==> config.mk <==
export PLATFORM = sky130hd
export DESIGN_NAME = current_adc_a_config_regs
export DESIGN_NICKNAME = d
export VERILOG_FILES = /design/src/rtl/current_adc_a_pkg.sv /design/src/rtl/conversion_sequencer.sv /design/src/rtl/current_adc_a_config_regs.sv
export SDC_FILE = /design/constraint.sdc
export NUM_CORES = 1
export LEC_CHECK = 0
export ABC_CLOCK_PERIOD_IN_PS = 4530
export BUFFER_PORTS_ARGS = -buffer_cell sky130_fd_sc_hd__buf_4
export CAP_MARGIN = 20
export CORE_UTILIZATION = 50
export CTS_BUF_LIST = sky130_fd_sc_hd__clkbuf_4 sky130_fd_sc_hd__clkbuf_8 sky130_fd_sc_hd__clkbuf_16
export DETAILED_ROUTE_END_ITERATION = 7
export GPL_TIMING_DRIVEN = 1
export PLACE_DENSITY = 0.85
export SLEW_MARGIN = 40
export SYNTH_ARGS = -nofsm -noshare
export SYNTH_HDL_FRONTEND = slang
export SYNTH_SLANG_ARGS = --single-unit
==> constraint.sdc <==
create_clock -name clk -period 4.53 [get_ports clk]
set_input_delay 1.359 -clock clk [delete_from_list [all_inputs] [get_ports clk]]
set_output_delay 1.359 -clock clk [all_outputs]
set_load 0.01 [all_outputs]
==> src/rtl/current_adc_a_pkg.sv <==
// Package for the first current converter channel configuration block.
// Assumes a single 20 MHz clock domain and a 32-bit classic Wishbone register bus.
package current_adc_a_pkg;

  // Register indices as printed; byte address is four times the index.
  localparam logic [7:0] SETUP_INDEX      = 8'h82;
  localparam logic [7:0] INPUT_INDEX      = 8'h83;
  localparam logic [7:0] TRIM_HIGH_INDEX  = 8'h84;
  localparam logic [7:0] CONTROL_INDEX    = 8'h90;
  localparam logic [7:0] STATUS_INDEX     = 8'h91;
  localparam logic [7:0] RESULT_INDEX     = 8'h92;

  // Values after reset.
  localparam logic [15:0] SETUP_RESET     = 16'h0400;
  localparam logic [15:0] INPUT_RESET     = 16'h8010;
  localparam logic [15:0] TRIM_RESET      = 16'h0000;

  // Writable bit masks; reserved bits are cleared by these.
  localparam logic [15:0] SETUP_MASK      = 16'h0F0F;
  localparam logic [15:0] INPUT_MASK      = 16'h8F3F;

  // Field positions in the conversion setup register.
  localparam int MODE_BIT                 = 11;
  localparam int OSR_LSB                  = 8;
  localparam int CHOP_BIT                 = 3;
  localparam int DELAY_LSB                = 0;

  // Field positions in the input setup register.
  localparam int ENABLE_BIT               = 15;
  localparam int GAIN_LSB                 = 10;
  localparam int ROUTE_LSB                = 8;
  localparam int SOURCE_PIN_BIT           = 5;
  localparam int SINK_PIN_BIT             = 4;
  localparam int SOURCE_LVL_LSB           = 2;
  localparam int SINK_LVL_LSB             = 0;

  // Base counts in modulator periods.
  localparam logic [13:0] OSR_BASE        = 14'h0040;
  localparam logic [8:0]  DELAY_BASE      = 9'h002;

  // Analog gain ceiling; higher gains are finished digitally.
  localparam logic [5:0]  ANALOG_GAIN_MAX = 6'h08;

  // Input routing codes.
  localparam logic [1:0] ROUTE_NORMAL     = 2'h0;
  localparam logic [1:0] ROUTE_SWAPPED    = 2'h1;
  localparam logic [1:0] ROUTE_SHORTED    = 2'h2;
  localparam logic [1:0] ROUTE_TEST_DAC   = 2'h3;

endpackage : current_adc_a_pkg

==> src/rtl/conversion_sequencer.sv <==
// Conversion sequencer: paces conversions and chop settling in modulator ticks.
// Assumes modTick pulses once per modulator period, synchronous to clk.
`timescale 1ns/1ps
`default_nettype none
module conversion_sequencer
  import current_adc_a_pkg::*;
(
  // Clock and reset.
  input  wire logic        clk,
  input  wire logic        rst,
  // Timing control.
  input  wire logic        modTick,
  input  wire logic        running,
  input  wire logic        singleShot,
  input  wire logic        startPulse,
  input  wire logic [13:0] ratio,
  input  wire logic        chopOn,
  input  wire logic [8:0]  settle,
  // Events.
  output logic             convDone,
  output logic             busy
);
  // Sequencer phases.
  typedef enum logic [1:0] {IDLE, SETTLE, CONVERT} phase_type;
  typedef struct packed {
    phase_type   phase;
    logic [13:0] count;
    logic        done;
  } seq_type;
  seq_type s_reg, s_next;

  // One process plans the next phase; single-shot halts after one result.
  always_comb
  begin
    s_next = s_reg;
    s_next.done = 1'b0;
    if (!running)
    begin
      s_next.phase = IDLE;
      s_next.count = 14'h0000;
    end
    else
    begin
      case (s_reg.phase)
        IDLE:
        begin
          if (!singleShot || startPulse)
          begin
            s_next.phase = chopOn ? SETTLE : CONVERT;
            s_next.count = 14'h0000;
          end
        end
        SETTLE:
        begin
          if (modTick)
          begin
            if (s_reg.count + 14'h0001 >= {5'h00, settle})
            begin
              s_next.phase = CONVERT;
              s_next.count = 14'h0000;
            end
            else
              s_next.count = s_reg.count + 14'h0001;
          end
        end
        CONVERT:
        begin
          if (modTick)
          begin
            if (s_reg.count + 14'h0001 >= ratio)
            begin
              s_next.done = 1'b1;
              s_next.count = 14'h0000;
              s_next.phase = singleShot ? IDLE : (chopOn ? SETTLE : CONVERT);
            end
            else
              s_next.count = s_reg.count + 14'h0001;
          end
        end
        default:
          s_next.phase = IDLE;
      endcase
    end
  end

  // State register.
  always_ff @(posedge clk)
  begin
    if (rst)
      s_reg <= '{phase: IDLE, count: 14'h0000, done: 1'b0};
    else
      s_reg <= s_next;
  end

  assign convDone = s_reg.done;
  assign busy     = (s_reg.phase != IDLE);

  // A disabled channel never reports a finished conversion.
  a_idle_when_off: assert property (@(posedge clk) disable iff (rst)
    !running |=> !convDone) else $error("conversion finished while stopped");
endmodule : conversion_sequencer
`default_nettype wire

==> src/rtl/current_adc_a_config_regs.sv <==
// Configuration registers of current converter channel A with a Wishbone slave.
// Assumes classic Wishbone, 32-bit data, one clock at 20 MHz, synchronous reset.
//
// Summary of operation
// Mode bit: 0 continuous, 1 single shot.
// Ratio is 64 shifted by code.
// Chop only while chop enable set.
// Settle delay 2 shifted by code.
// Disable or standby clears result, counter.
// Gain code gives 4, 8, 16, 32.
// Gains above 8 finish digitally.
// Route: normal, swapped, shorted, test DAC.
// Source pin select: positive or negative.
// Sink pin select, resets to negative.
// Source level off, 4, 40, 240.
// Sink level uses same steps.
// Trim high word at 84h, resets zero.
// Conversion setup resets to 0400h.
// Input setup resets to 8010h.
// Trim value is signed 24-bit.
// Reserved bits read zero, ignore writes.
// Single shot: one conversion per start.
`timescale 1ns/1ps
`default_nettype none
module current_adc_a_config_regs
  import current_adc_a_pkg::*;
(
  // Clock and reset.
  input  wire logic        clk,
  input  wire logic        rst,
  // Wishbone slave.
  input  wire logic        wb_cyc_i,
  input  wire logic        wb_stb_i,
  input  wire logic        wb_we_i,
  input  wire logic [11:0] wb_adr_i,
  input  wire logic [3:0]  wb_sel_i,
  input  wire logic [31:0] wb_dat_i,
  output logic [31:0]      wb_dat_o,
  output logic             wb_ack_o,
  // Device power state and modulator timing.
  input  wire logic        standby,
  input  wire logic        modTick,
  // Raw result from the modulator filter.
  input  wire logic [23:0] filterData,
  // Analog controls.
  output logic             chopActive,
  output logic [1:0]       inputRoute,
  output logic [5:0]       analogGain,
  output logic [2:0]       digitalShift,
  output logic             sourceOnNegative,
  output logic             sinkOnNegative,
  output logic [1:0]       sourceLevel,
  output logic [1:0]       sinkLevel,
  output logic signed [23:0] offsetTrim,
  output logic [13:0]      oversampleRatio,
  output logic [8:0]       settleTicks,
  // Conversion outputs.
  output logic [23:0]      conversionResult,
  output logic [1:0]       conversionCounter
);
  import current_adc_a_pkg::*;

  // Module state other than the sequencer instance in one packed record.
  typedef struct packed {
    logic [15:0] setup;
    logic [15:0] inputs;
    logic [15:0] trim;
    logic        start;
    logic [23:0] result;
    logic [1:0]  counter;
    logic        ack;
    logic [31:0] rdata;
    logic        chop;
    logic [1:0]  route;
    logic [5:0]  aGain;
    logic [2:0]  dShift;
    logic        srcPin;
    logic        snkPin;
    logic [1:0]  srcLvl;
    logic [1:0]  snkLvl;
    logic [13:0] ratio;
    logic [8:0]  settle;
  } state_type;
  state_type st_reg, st_next;

  // Sequencer handshake and bus decode.
  logic convDone;
  logic seqBusy;
  logic running;
  logic [7:0] index;
  logic       access;

  assign index   = wb_adr_i[9:2];
  assign access  = wb_cyc_i && wb_stb_i && !st_reg.ack;
  // Standby or a cleared enable stops the channel.
  assign running = st_reg.inputs[ENABLE_BIT] && !standby;

  conversion_sequencer u_seq (
    .clk       (clk),
    .rst       (rst),
    .modTick   (modTick),
    .running   (running),
    .singleShot(st_reg.setup[MODE_BIT]),
    .startPulse(st_reg.start),
    .ratio     (st_reg.ratio),
    .chopOn    (st_reg.chop),
    .settle    (st_reg.settle),
    .convDone  (convDone),
    .busy      (seqBusy)
  );

  // Byte-lane merge of a 16-bit register with a writable mask.
  function automatic logic [15:0] merge16(input logic [15:0] old, input logic [31:0] d,
                                          input logic [3:0] sel, input logic [15:0] mask);
    logic [15:0] v;
    v = old;
    if (sel[0])
      v[7:0] = d[7:0];
    if (sel[1])
      v[15:8] = d[15:8];
    return v & mask;
  endfunction : merge16

  // Next-state logic: bus decode, field decode and result capture.
  always_comb
  begin
    st_next = st_reg;
    st_next.start = 1'b0;
    // Ack drops the cycle after it was given.
    st_next.ack = access;
    if (access && wb_we_i)
    begin
      case (index)
        SETUP_INDEX:
          st_next.setup = merge16(st_reg.setup, wb_dat_i, wb_sel_i, SETUP_MASK);
        INPUT_INDEX:
          st_next.inputs = merge16(st_reg.inputs, wb_dat_i, wb_sel_i, INPUT_MASK);
        TRIM_HIGH_INDEX:
          st_next.trim = merge16(st_reg.trim, wb_dat_i, wb_sel_i, 16'hFFFF);
        CONTROL_INDEX:
          st_next.start = wb_sel_i[0] && wb_dat_i[0];
        default:
          st_next.start = 1'b0;
      endcase
    end
    if (access && !wb_we_i)
    begin
      case (index)
        SETUP_INDEX:     st_next.rdata = {16'h0000, st_reg.setup};
        INPUT_INDEX:     st_next.rdata = {16'h0000, st_reg.inputs};
        TRIM_HIGH_INDEX: st_next.rdata = {16'h0000, st_reg.trim};
        STATUS_INDEX:    st_next.rdata = {29'h00000000, st_reg.counter, seqBusy};
        RESULT_INDEX:    st_next.rdata = {8'h00, st_reg.result};
        // Unmapped addresses still ack so a stray access cannot hang the bus.
        default:         st_next.rdata = 32'h00000000;
      endcase
    end
    // Results count up while running and clear on disable or standby.
    if (!running)
    begin
      st_next.result  = 24'h000000;
      st_next.counter = 2'h0;
    end
    else if (convDone)
    begin
      st_next.result  = filterData;
      st_next.counter = st_reg.counter + 2'h1;
    end
    // Decoded controls, registered so outputs come from flip-flops.
    st_next.chop   = st_reg.setup[CHOP_BIT];
    st_next.ratio  = OSR_BASE << st_reg.setup[OSR_LSB +: 3];
    st_next.settle = DELAY_BASE << st_reg.setup[DELAY_LSB +: 3];
    st_next.route  = st_reg.inputs[ROUTE_LSB +: 2];
    // Gain 4 or 8 is analog; 16 and 32 keep analog 8 and shift digitally.
    case (st_reg.inputs[GAIN_LSB +: 2])
      2'h0:
      begin
        st_next.aGain  = 6'h04;
        st_next.dShift = 3'h0;
      end
      2'h1:
      begin
        st_next.aGain  = ANALOG_GAIN_MAX;
        st_next.dShift = 3'h0;
      end
      2'h2:
      begin
        st_next.aGain  = ANALOG_GAIN_MAX;
        st_next.dShift = 3'h1;
      end
      default:
      begin
        st_next.aGain  = ANALOG_GAIN_MAX;
        st_next.dShift = 3'h2;
      end
    endcase
    st_next.srcPin = st_reg.inputs[SOURCE_PIN_BIT];
    st_next.snkPin = st_reg.inputs[SINK_PIN_BIT];
    st_next.srcLvl = st_reg.inputs[SOURCE_LVL_LSB +: 2];
    st_next.snkLvl = st_reg.inputs[SINK_LVL_LSB +: 2];
  end

  // State register with synchronous reset to documented defaults.
  always_ff @(posedge clk)
  begin
    if (rst)
    begin
      st_reg        <= '0;
      st_reg.setup  <= SETUP_RESET;
      st_reg.inputs <= INPUT_RESET;
      st_reg.trim   <= TRIM_RESET;
      st_reg.ratio  <= OSR_BASE << SETUP_RESET[OSR_LSB +: 3];
      st_reg.settle <= DELAY_BASE;
      st_reg.aGain  <= 6'h04;
      st_reg.snkPin <= 1'b1;
    end
    else
      st_reg <= st_next;
  end

  // Output drive, every one from a flip-flop.
  assign wb_ack_o          = st_reg.ack;
  assign wb_dat_o          = st_reg.rdata;
  assign chopActive        = st_reg.chop;
  assign inputRoute        = st_reg.route;
  assign analogGain        = st_reg.aGain;
  assign digitalShift      = st_reg.dShift;
  assign sourceOnNegative  = st_reg.srcPin;
  assign sinkOnNegative    = st_reg.snkPin;
  assign sourceLevel       = st_reg.srcLvl;
  assign sinkLevel         = st_reg.snkLvl;
  // Trim is signed; low byte is held elsewhere and reads as zero here.
  assign offsetTrim        = {st_reg.trim, 8'h00};
  assign oversampleRatio   = st_reg.ratio;
  assign settleTicks       = st_reg.settle;
  assign conversionResult  = st_reg.result;
  assign conversionCounter = st_reg.counter;

  // Checks.
  a_result_cleared: assert property (@(posedge clk) disable iff (rst)
    !running |=> (conversionResult == 24'h000000 && conversionCounter == 2'h0))
    else $error("result not cleared when stopped");
  a_ratio_decode: assert property (@(posedge clk) disable iff (rst)
    ##1 (oversampleRatio == (OSR_BASE << $past(st_reg.setup[OSR_LSB +: 3]))))
    else $error("ratio decode wrong");
  a_settle_decode: assert property (@(posedge clk) disable iff (rst)
    ##1 (settleTicks == (DELAY_BASE << $past(st_reg.setup[DELAY_LSB +: 3]))))
    else $error("settle decode wrong");
  a_gain_ceiling: assert property (@(posedge clk) disable iff (rst)
    (st_reg.inputs[GAIN_LSB +: 2] == 2'h3) |=> (analogGain == 6'h08 && digitalShift == 3'h2))
    else $error("gain 32 split wrong");
  a_gain_low: assert property (@(posedge clk) disable iff (rst)
    (st_reg.inputs[GAIN_LSB +: 2] == 2'h0) |=> (analogGain == 6'h04 && digitalShift == 3'h0))
    else $error("gain 4 wrong");
  a_reserved_zero: assert property (@(posedge clk) disable iff (rst)
    ((st_reg.setup & ~SETUP_MASK) == 16'h0000) && ((st_reg.inputs & ~INPUT_MASK) == 16'h0000))
    else $error("reserved bit set");
  a_chop_follow: assert property (@(posedge clk) disable iff (rst)
    st_reg.setup[CHOP_BIT] |=> chopActive) else $error("chop not applied");
  a_route_follow: assert property (@(posedge clk) disable iff (rst)
    ##1 (inputRoute == $past(st_reg.inputs[ROUTE_LSB +: 2])))
    else $error("route mismatch");
  a_pins_follow: assert property (@(posedge clk) disable iff (rst)
    ##1 (sourceOnNegative == $past(st_reg.inputs[SOURCE_PIN_BIT])
      && sinkOnNegative == $past(st_reg.inputs[SINK_PIN_BIT])))
    else $error("pin select mismatch");
  a_levels_follow: assert property (@(posedge clk) disable iff (rst)
    ##1 (sourceLevel == $past(st_reg.inputs[SOURCE_LVL_LSB +: 2])
      && sinkLevel == $past(st_reg.inputs[SINK_LVL_LSB +: 2])))
    else $error("level mismatch");
  a_ack_one: assert property (@(posedge clk) disable iff (rst)
    wb_ack_o |=> !wb_ack_o) else $error("ack held two cycles");
  a_trim_write: assert property (@(posedge clk) disable iff (rst)
    (access && wb_we_i && index == TRIM_HIGH_INDEX && wb_sel_i == 4'hF)
    |=> (offsetTrim[23:8] == $past(wb_dat_i[15:0]))) else $error("trim write lost");
  // A finished conversion while running captures the filter word and counts once.
  a_result_capture: assert property (@(posedge clk) disable iff (rst)
    (running && convDone) |=> (conversionResult == $past(filterData)
      && conversionCounter == $past(conversionCounter) + 2'h1))
    else $error("result capture wrong");
  // Between conversions the held result must not drift.
  a_result_hold: assert property (@(posedge clk) disable iff (rst)
    (running && !convDone) |=> $stable(conversionResult))
    else $error("result changed without conversion");
  // Every taken request is answered on the following edge.
  a_ack_answer: assert property (@(posedge clk) disable iff (rst)
    access |=> wb_ack_o) else $error("request not acknowledged");
  // No acknowledge appears without a taken request.
  a_ack_cause: assert property (@(posedge clk) disable iff (rst)
    !access |=> !wb_ack_o) else $error("acknowledge without request");
  // Setup reads return the register with the upper half zero.
  a_setup_read: assert property (@(posedge clk) disable iff (rst)
    (access && !wb_we_i && index == SETUP_INDEX)
    |=> (wb_dat_o == {16'h0000, $past(st_reg.setup)}))
    else $error("setup read data wrong");
  // Result reads leave the byte above the 24-bit word clear.
  a_result_read: assert property (@(posedge clk) disable iff (rst)
    (access && !wb_we_i && index == RESULT_INDEX) |=> (wb_dat_o[31:24] == 8'h00))
    else $error("result read upper byte set");
  // A start pulse only follows a write to the control place.
  a_start_cause: assert property (@(posedge clk) disable iff (rst)
    st_reg.start |-> $past(access && wb_we_i && index == CONTROL_INDEX))
    else $error("start without control write");
  // A full-word setup write lands with reserved bits dropped.
  a_setup_write: assert property (@(posedge clk) disable iff (rst)
    (access && wb_we_i && index == SETUP_INDEX && wb_sel_i[1:0] == 2'h3)
    |=> (st_reg.setup == ($past(wb_dat_i[15:0]) & SETUP_MASK)))
    else $error("setup write wrong");
  // A full-word input write lands with reserved bits dropped.
  a_input_write: assert property (@(posedge clk) disable iff (rst)
    (access && wb_we_i && index == INPUT_INDEX && wb_sel_i[1:0] == 2'h3)
    |=> (st_reg.inputs == ($past(wb_dat_i[15:0]) & INPUT_MASK)))
    else $error("input write wrong");
  // Gain code 1 is a plain analog gain of eight.
  a_gain_eight: assert property (@(posedge clk) disable iff (rst)
    (st_reg.inputs[GAIN_LSB +: 2] == 2'h1) |=> (analogGain == 6'h08 && digitalShift == 3'h0))
    else $error("gain 8 wrong");
  // Gain code 2 keeps analog eight and doubles digitally.
  a_gain_mid: assert property (@(posedge clk) disable iff (rst)
    (st_reg.inputs[GAIN_LSB +: 2] == 2'h2) |=> (analogGain == 6'h08 && digitalShift == 3'h1))
    else $error("gain 16 split wrong");
  // The analog stage never sees more than the ceiling.
  a_gain_range: assert property (@(posedge clk) disable iff (rst)
    (analogGain == 6'h04 || analogGain == ANALOG_GAIN_MAX) && digitalShift <= 3'h2)
    else $error("gain out of range");
  // The low trim byte is not held here and must read as zero.
  a_trim_low: assert property (@(posedge clk) disable iff (rst)
    offsetTrim[7:0] == 8'h00) else $error("trim low byte set");
  // Single shot stays halted until a start arrives.
  a_single_halt: assert property (@(posedge clk) disable iff (rst)
    (st_reg.setup[MODE_BIT] && !seqBusy && !st_reg.start) |=> !seqBusy)
    else $error("single shot ran without start");
endmodule : current_adc_a_config_regs
`default_nettype wire

==> results.py <==
metrics = {
    "routing": {
        "wl_per_cell_um": 15.7,
        "drt_wl_total_um": 15600,
        "drcViolationCount": 0,
        "viasPerCell": 5.28,
        "drtPass1Iterations": 5,
        "ant_nets": 0,
        "initialDrtViolationCount": 377,
        "via_count": 5240,
    },
    "synth": {
        "synth_top_area_cell": "dfxtp_1",
        "synthArstFlopShare": 0,
        "synth_compound_area_frac": 0.116,
        "synth_top_family_by_area": "buffers and inverters",
        "synthTopCellsByCount": "dfxtp_1, buf_4, nor2_1",
        "syn_area_per_cell_um2": 8.71,
        "synth_edf_count": 0,
        "muxShareOfSynthArea": 0.0726,
        "yosysMostFrequentCell": "dfxtp_1",
        "synth-simple-area-share": 0.174,
        "synth_xor_xnor_area_share": 0.0185,
        "synth_top_area_frac": 0.402,
        "synthCells": 760,
        "synthAdderAreaFrac": 0.0416,
        "yosys_most_used_dff": "dfxtp_1",
        "synthDistinctLibCells": 60,
        "yosys_warnings": 0,
        "yosys-top-cells-area": "dfxtp_1, buf_4, mux2i_1",
        "ys_ff_latch": 133,
        "ys_seq_area_frac": 0.402,
        "netlist_area_mm2": 0.00662,
    },
    "status": {
        "status": "finished clean",
    },
    "floorplanning": {
        "dieArea_mm2": 0.0137,
        "die_h_um": 117,
        "die_w_um": 117,
        "num_io_pins": 203,
        "core_area_mm2": 0.0128,
        "initial_core_util": 0.518,
        "std_cell_rows": 41,
    },
    "global_route": {
        "grt_pass1_wl_um": 24400,
        "grt.total_usage": 0.238,
        "grt_pass1_vias": 4873,
        "grt_remaining_overflow": 0,
        "antenna_found_initial": 0,
        "grt_start_max_net_pins": 84,
    },
    "hold_path": {
        "hp-class": "reg2reg",
        "hold_path_end": "wb_dat_o[18]$_SDFFE_PP0P_",
        "min_from": "wb_dat_o[18]$_SDFFE_PP0P_",
        "worstHoldPathCells": 2,
    },
    "pwr": {
        "p_int_mw": 2.03,
        "combPwrFrac": 0.044,
        "finalPower_mw": 2.57,
        "seqPwrFrac": 0.457,
        "clockPowerShare": 0.498,
        "power.switching_mw": 0.541,
        "power.leakage_nw": 3.15,
        "ir_worst_vdd_mv": 0.236,
        "power_switching_share": 0.211,
        "power.density_mw_per_mm2": 336,
    },
    "worst_setup_path": {
        "rr_startpoint": "u_seq.s_reg[1]$_SDFFE_PP0P_",
        "cp_top_family": "compound AO/OA/AOI/OAI gates",
        "r2r_cells": 12,
        "cp_max_fo": 14,
        "cp-end-kind": "flip-flop",
        "slowest_stage": "dfxtp_1",
        "cp.buffers_inverters": 0,
        "cp_common_cell": "ha_1",
        "r2r_end": "u_seq.s_reg[8]$_SDFFE_PP0P_",
        "timing.critical_path.cells": "ha_1 -> nand3_1 -> nor2_1 -> xor2_1 -> ha_1 -> o21a_1 -> o2bb2ai_1 -> o21ai_0 -> o211ai_2 -> a31o_4 -> nand2_1 -> o22ai_1",
        "crit_start": "u_seq.s_reg[1]$_SDFFE_PP0P_",
        "crit_arrival_ps": 3650,
        "worstPathRequired_ps": 4870,
        "startpoint_type": "flip-flop",
        "r2r_slack_ps": 1220,
        "cp_slowest_stage_delay_ps": 450,
        "worstSetupPathType": "reg2reg",
    },
    "place": {
        "gp_congestion": 0.853,
        "hpwlAfterDp_um": 11300,
        "place.port_buffers": 152,
    },
    "finish": {
        "num-nets-final": 912,
        "n_antenna_cell": 0,
        "drive_gt1_frac": 0.251,
        "nFillCells": 1137,
        "syn_to_final_growth_pct": 15.6,
    },
    "cts": {
        "cts_hold_repair.buffers": 0,
        "cts_tree": "done",
        "cts_setup_buffers": 0,
        "htreeDepth": 4,
        "cts-root-buf": "clkbuf_16",
        "cts-buffers-inserted": 17,
        "cts.repair.resized": 0,
        "clk_path_buf_depth": 2,
        "clock-sinks": 133,
        "clk_pin_slew_worst_paths_ps": 60,
        "insertion_delay_ps": 410,
    },
    "sta": {
        "final_hold_viol_count": 0,
        "slew-limit-headroom": 0.439,
        "fmax_ghz": 0.302,
        "clock_skew_ps": 8.48,
        "slew_viol_final": 0,
        "tightest_slew_ps": 841,
        "finalCriticalPeriod_ps": 3310,
        "rsz0062_at_grt": "false",
        "tns_ps": 0,
        "setup_viol": 0,
        "fin_crit_sh": 0.730,
    },
    "job": {
        "drv_cap": 0,
    },
}
==> kinds of logic after synthesis <==
| kind of cell | count (synthesis) |
|---|---|
| multiplexers | 48 |
| other | 1 |
| AND/OR/NAND/NOR | 247 |
| flip-flops | 133 |
| buffers and inverters | 184 |
| AO/OA/AOI/OAI | 111 |
| XOR/XNOR | 14 |
| adder cells (fa/ha/maj) | 22 |
==> worst max-delay path by stage <==
stage	end	slack, ps	depth (start not counted)
finish	u_seq.s_reg[8]$_SDFFE_PP0P_	1220	12
floorplan	st_next[27]$_SDFFE_PP1P_	1420	7
global placement	wb_dat_o[3]$_SDFFE_PP0P_	980	8
CTS	u_seq.s_reg[8]$_SDFFE_PP0P_	1250	12
global route	u_seq.s_reg[16]$_SDFFE_PP0P_	950	12
detailed placement	wb_dat_o[3]$_SDFFE_PP0P_	980	8
==> stage by stage <==
step	setup WS, ps	utilization	instance area (um2)	hold WS [ps]	cells
final	1220	0.599	7660	454	993
after global routing	954	0.599	7660	481	993
after CTS	1250	0.599	7650	458	993
after detailed placement	983	0.556	7110	449	964
after global placement	983	0.556	7100	438	964
after floorplan	1420	-	6720	432	787
==> routing by layer <==
| layer | track usage | wire length [um] |
|---|---|---|
| met2 | 0.391 | 7280 |
| met5 | 0 | 0 |
| met1 | 0.289 | 6870 |
| met4 | 0.0861 | 291 |
| met3 | 0.0819 | 1150 |
==> layout by cell type (no fill, tap or decap), types with 3 or more instances in the layout <==
master	n
buf_4	161
dfxtp_1	132
nor2_1	96
nand2_1	49
mux2i_1	48
a21oi_1	44
nand3_1	33
conb_1	28
inv_1	27
ha_1	22
clkbuf_16	17
nor3_1	16
a22oi_1	15
nor2b_1	13
xnor2_1	8
a32o_1	8
nor4_1	6
xor2_1	6
nand2b_1	6
o21ai_0	6
clkbuf_4	6
or2_2	5
nand4_1	4
and3_1	3
a222oi_1	3
a221oi_1	3
a211o_1	3
o211ai_1	3
a31oi_1	3
==> power groups by stage <==
stage                     Clock [mW]  Combinational (mW)  Sequential [mW]
after floorplan                    0              0.0740             1.20
after global placement             0               0.111             1.20
after detailed placement           0               0.112             1.20
after CTS                       1.30               0.113             1.18
after global routing            1.36               0.125             1.17
final                           1.28               0.114             1.18
==> final cells by class <==
cell class | instances | area (um2) | share of cell area
clock buffer | 25 | 498 | 0.0650
clock inverter | 4 | 50.0 | 0.00654
sequential | 133 | 2660 | 0.348
timing repair buffer | 162 | 1220 | 0.159
tap | 172 | 215 | 0.0281
multi-input combinational | 470 | 2910 | 0.380
inverter | 27 | 101 | 0.0132
==> tightest hold or removal path, cell delays in order, from the launching register on <==
cell     delay, ps
dfxtp_1        310
nand2_1         50
a21oi_1         50
Note: power is estimated with default switching activity, not from simulation.
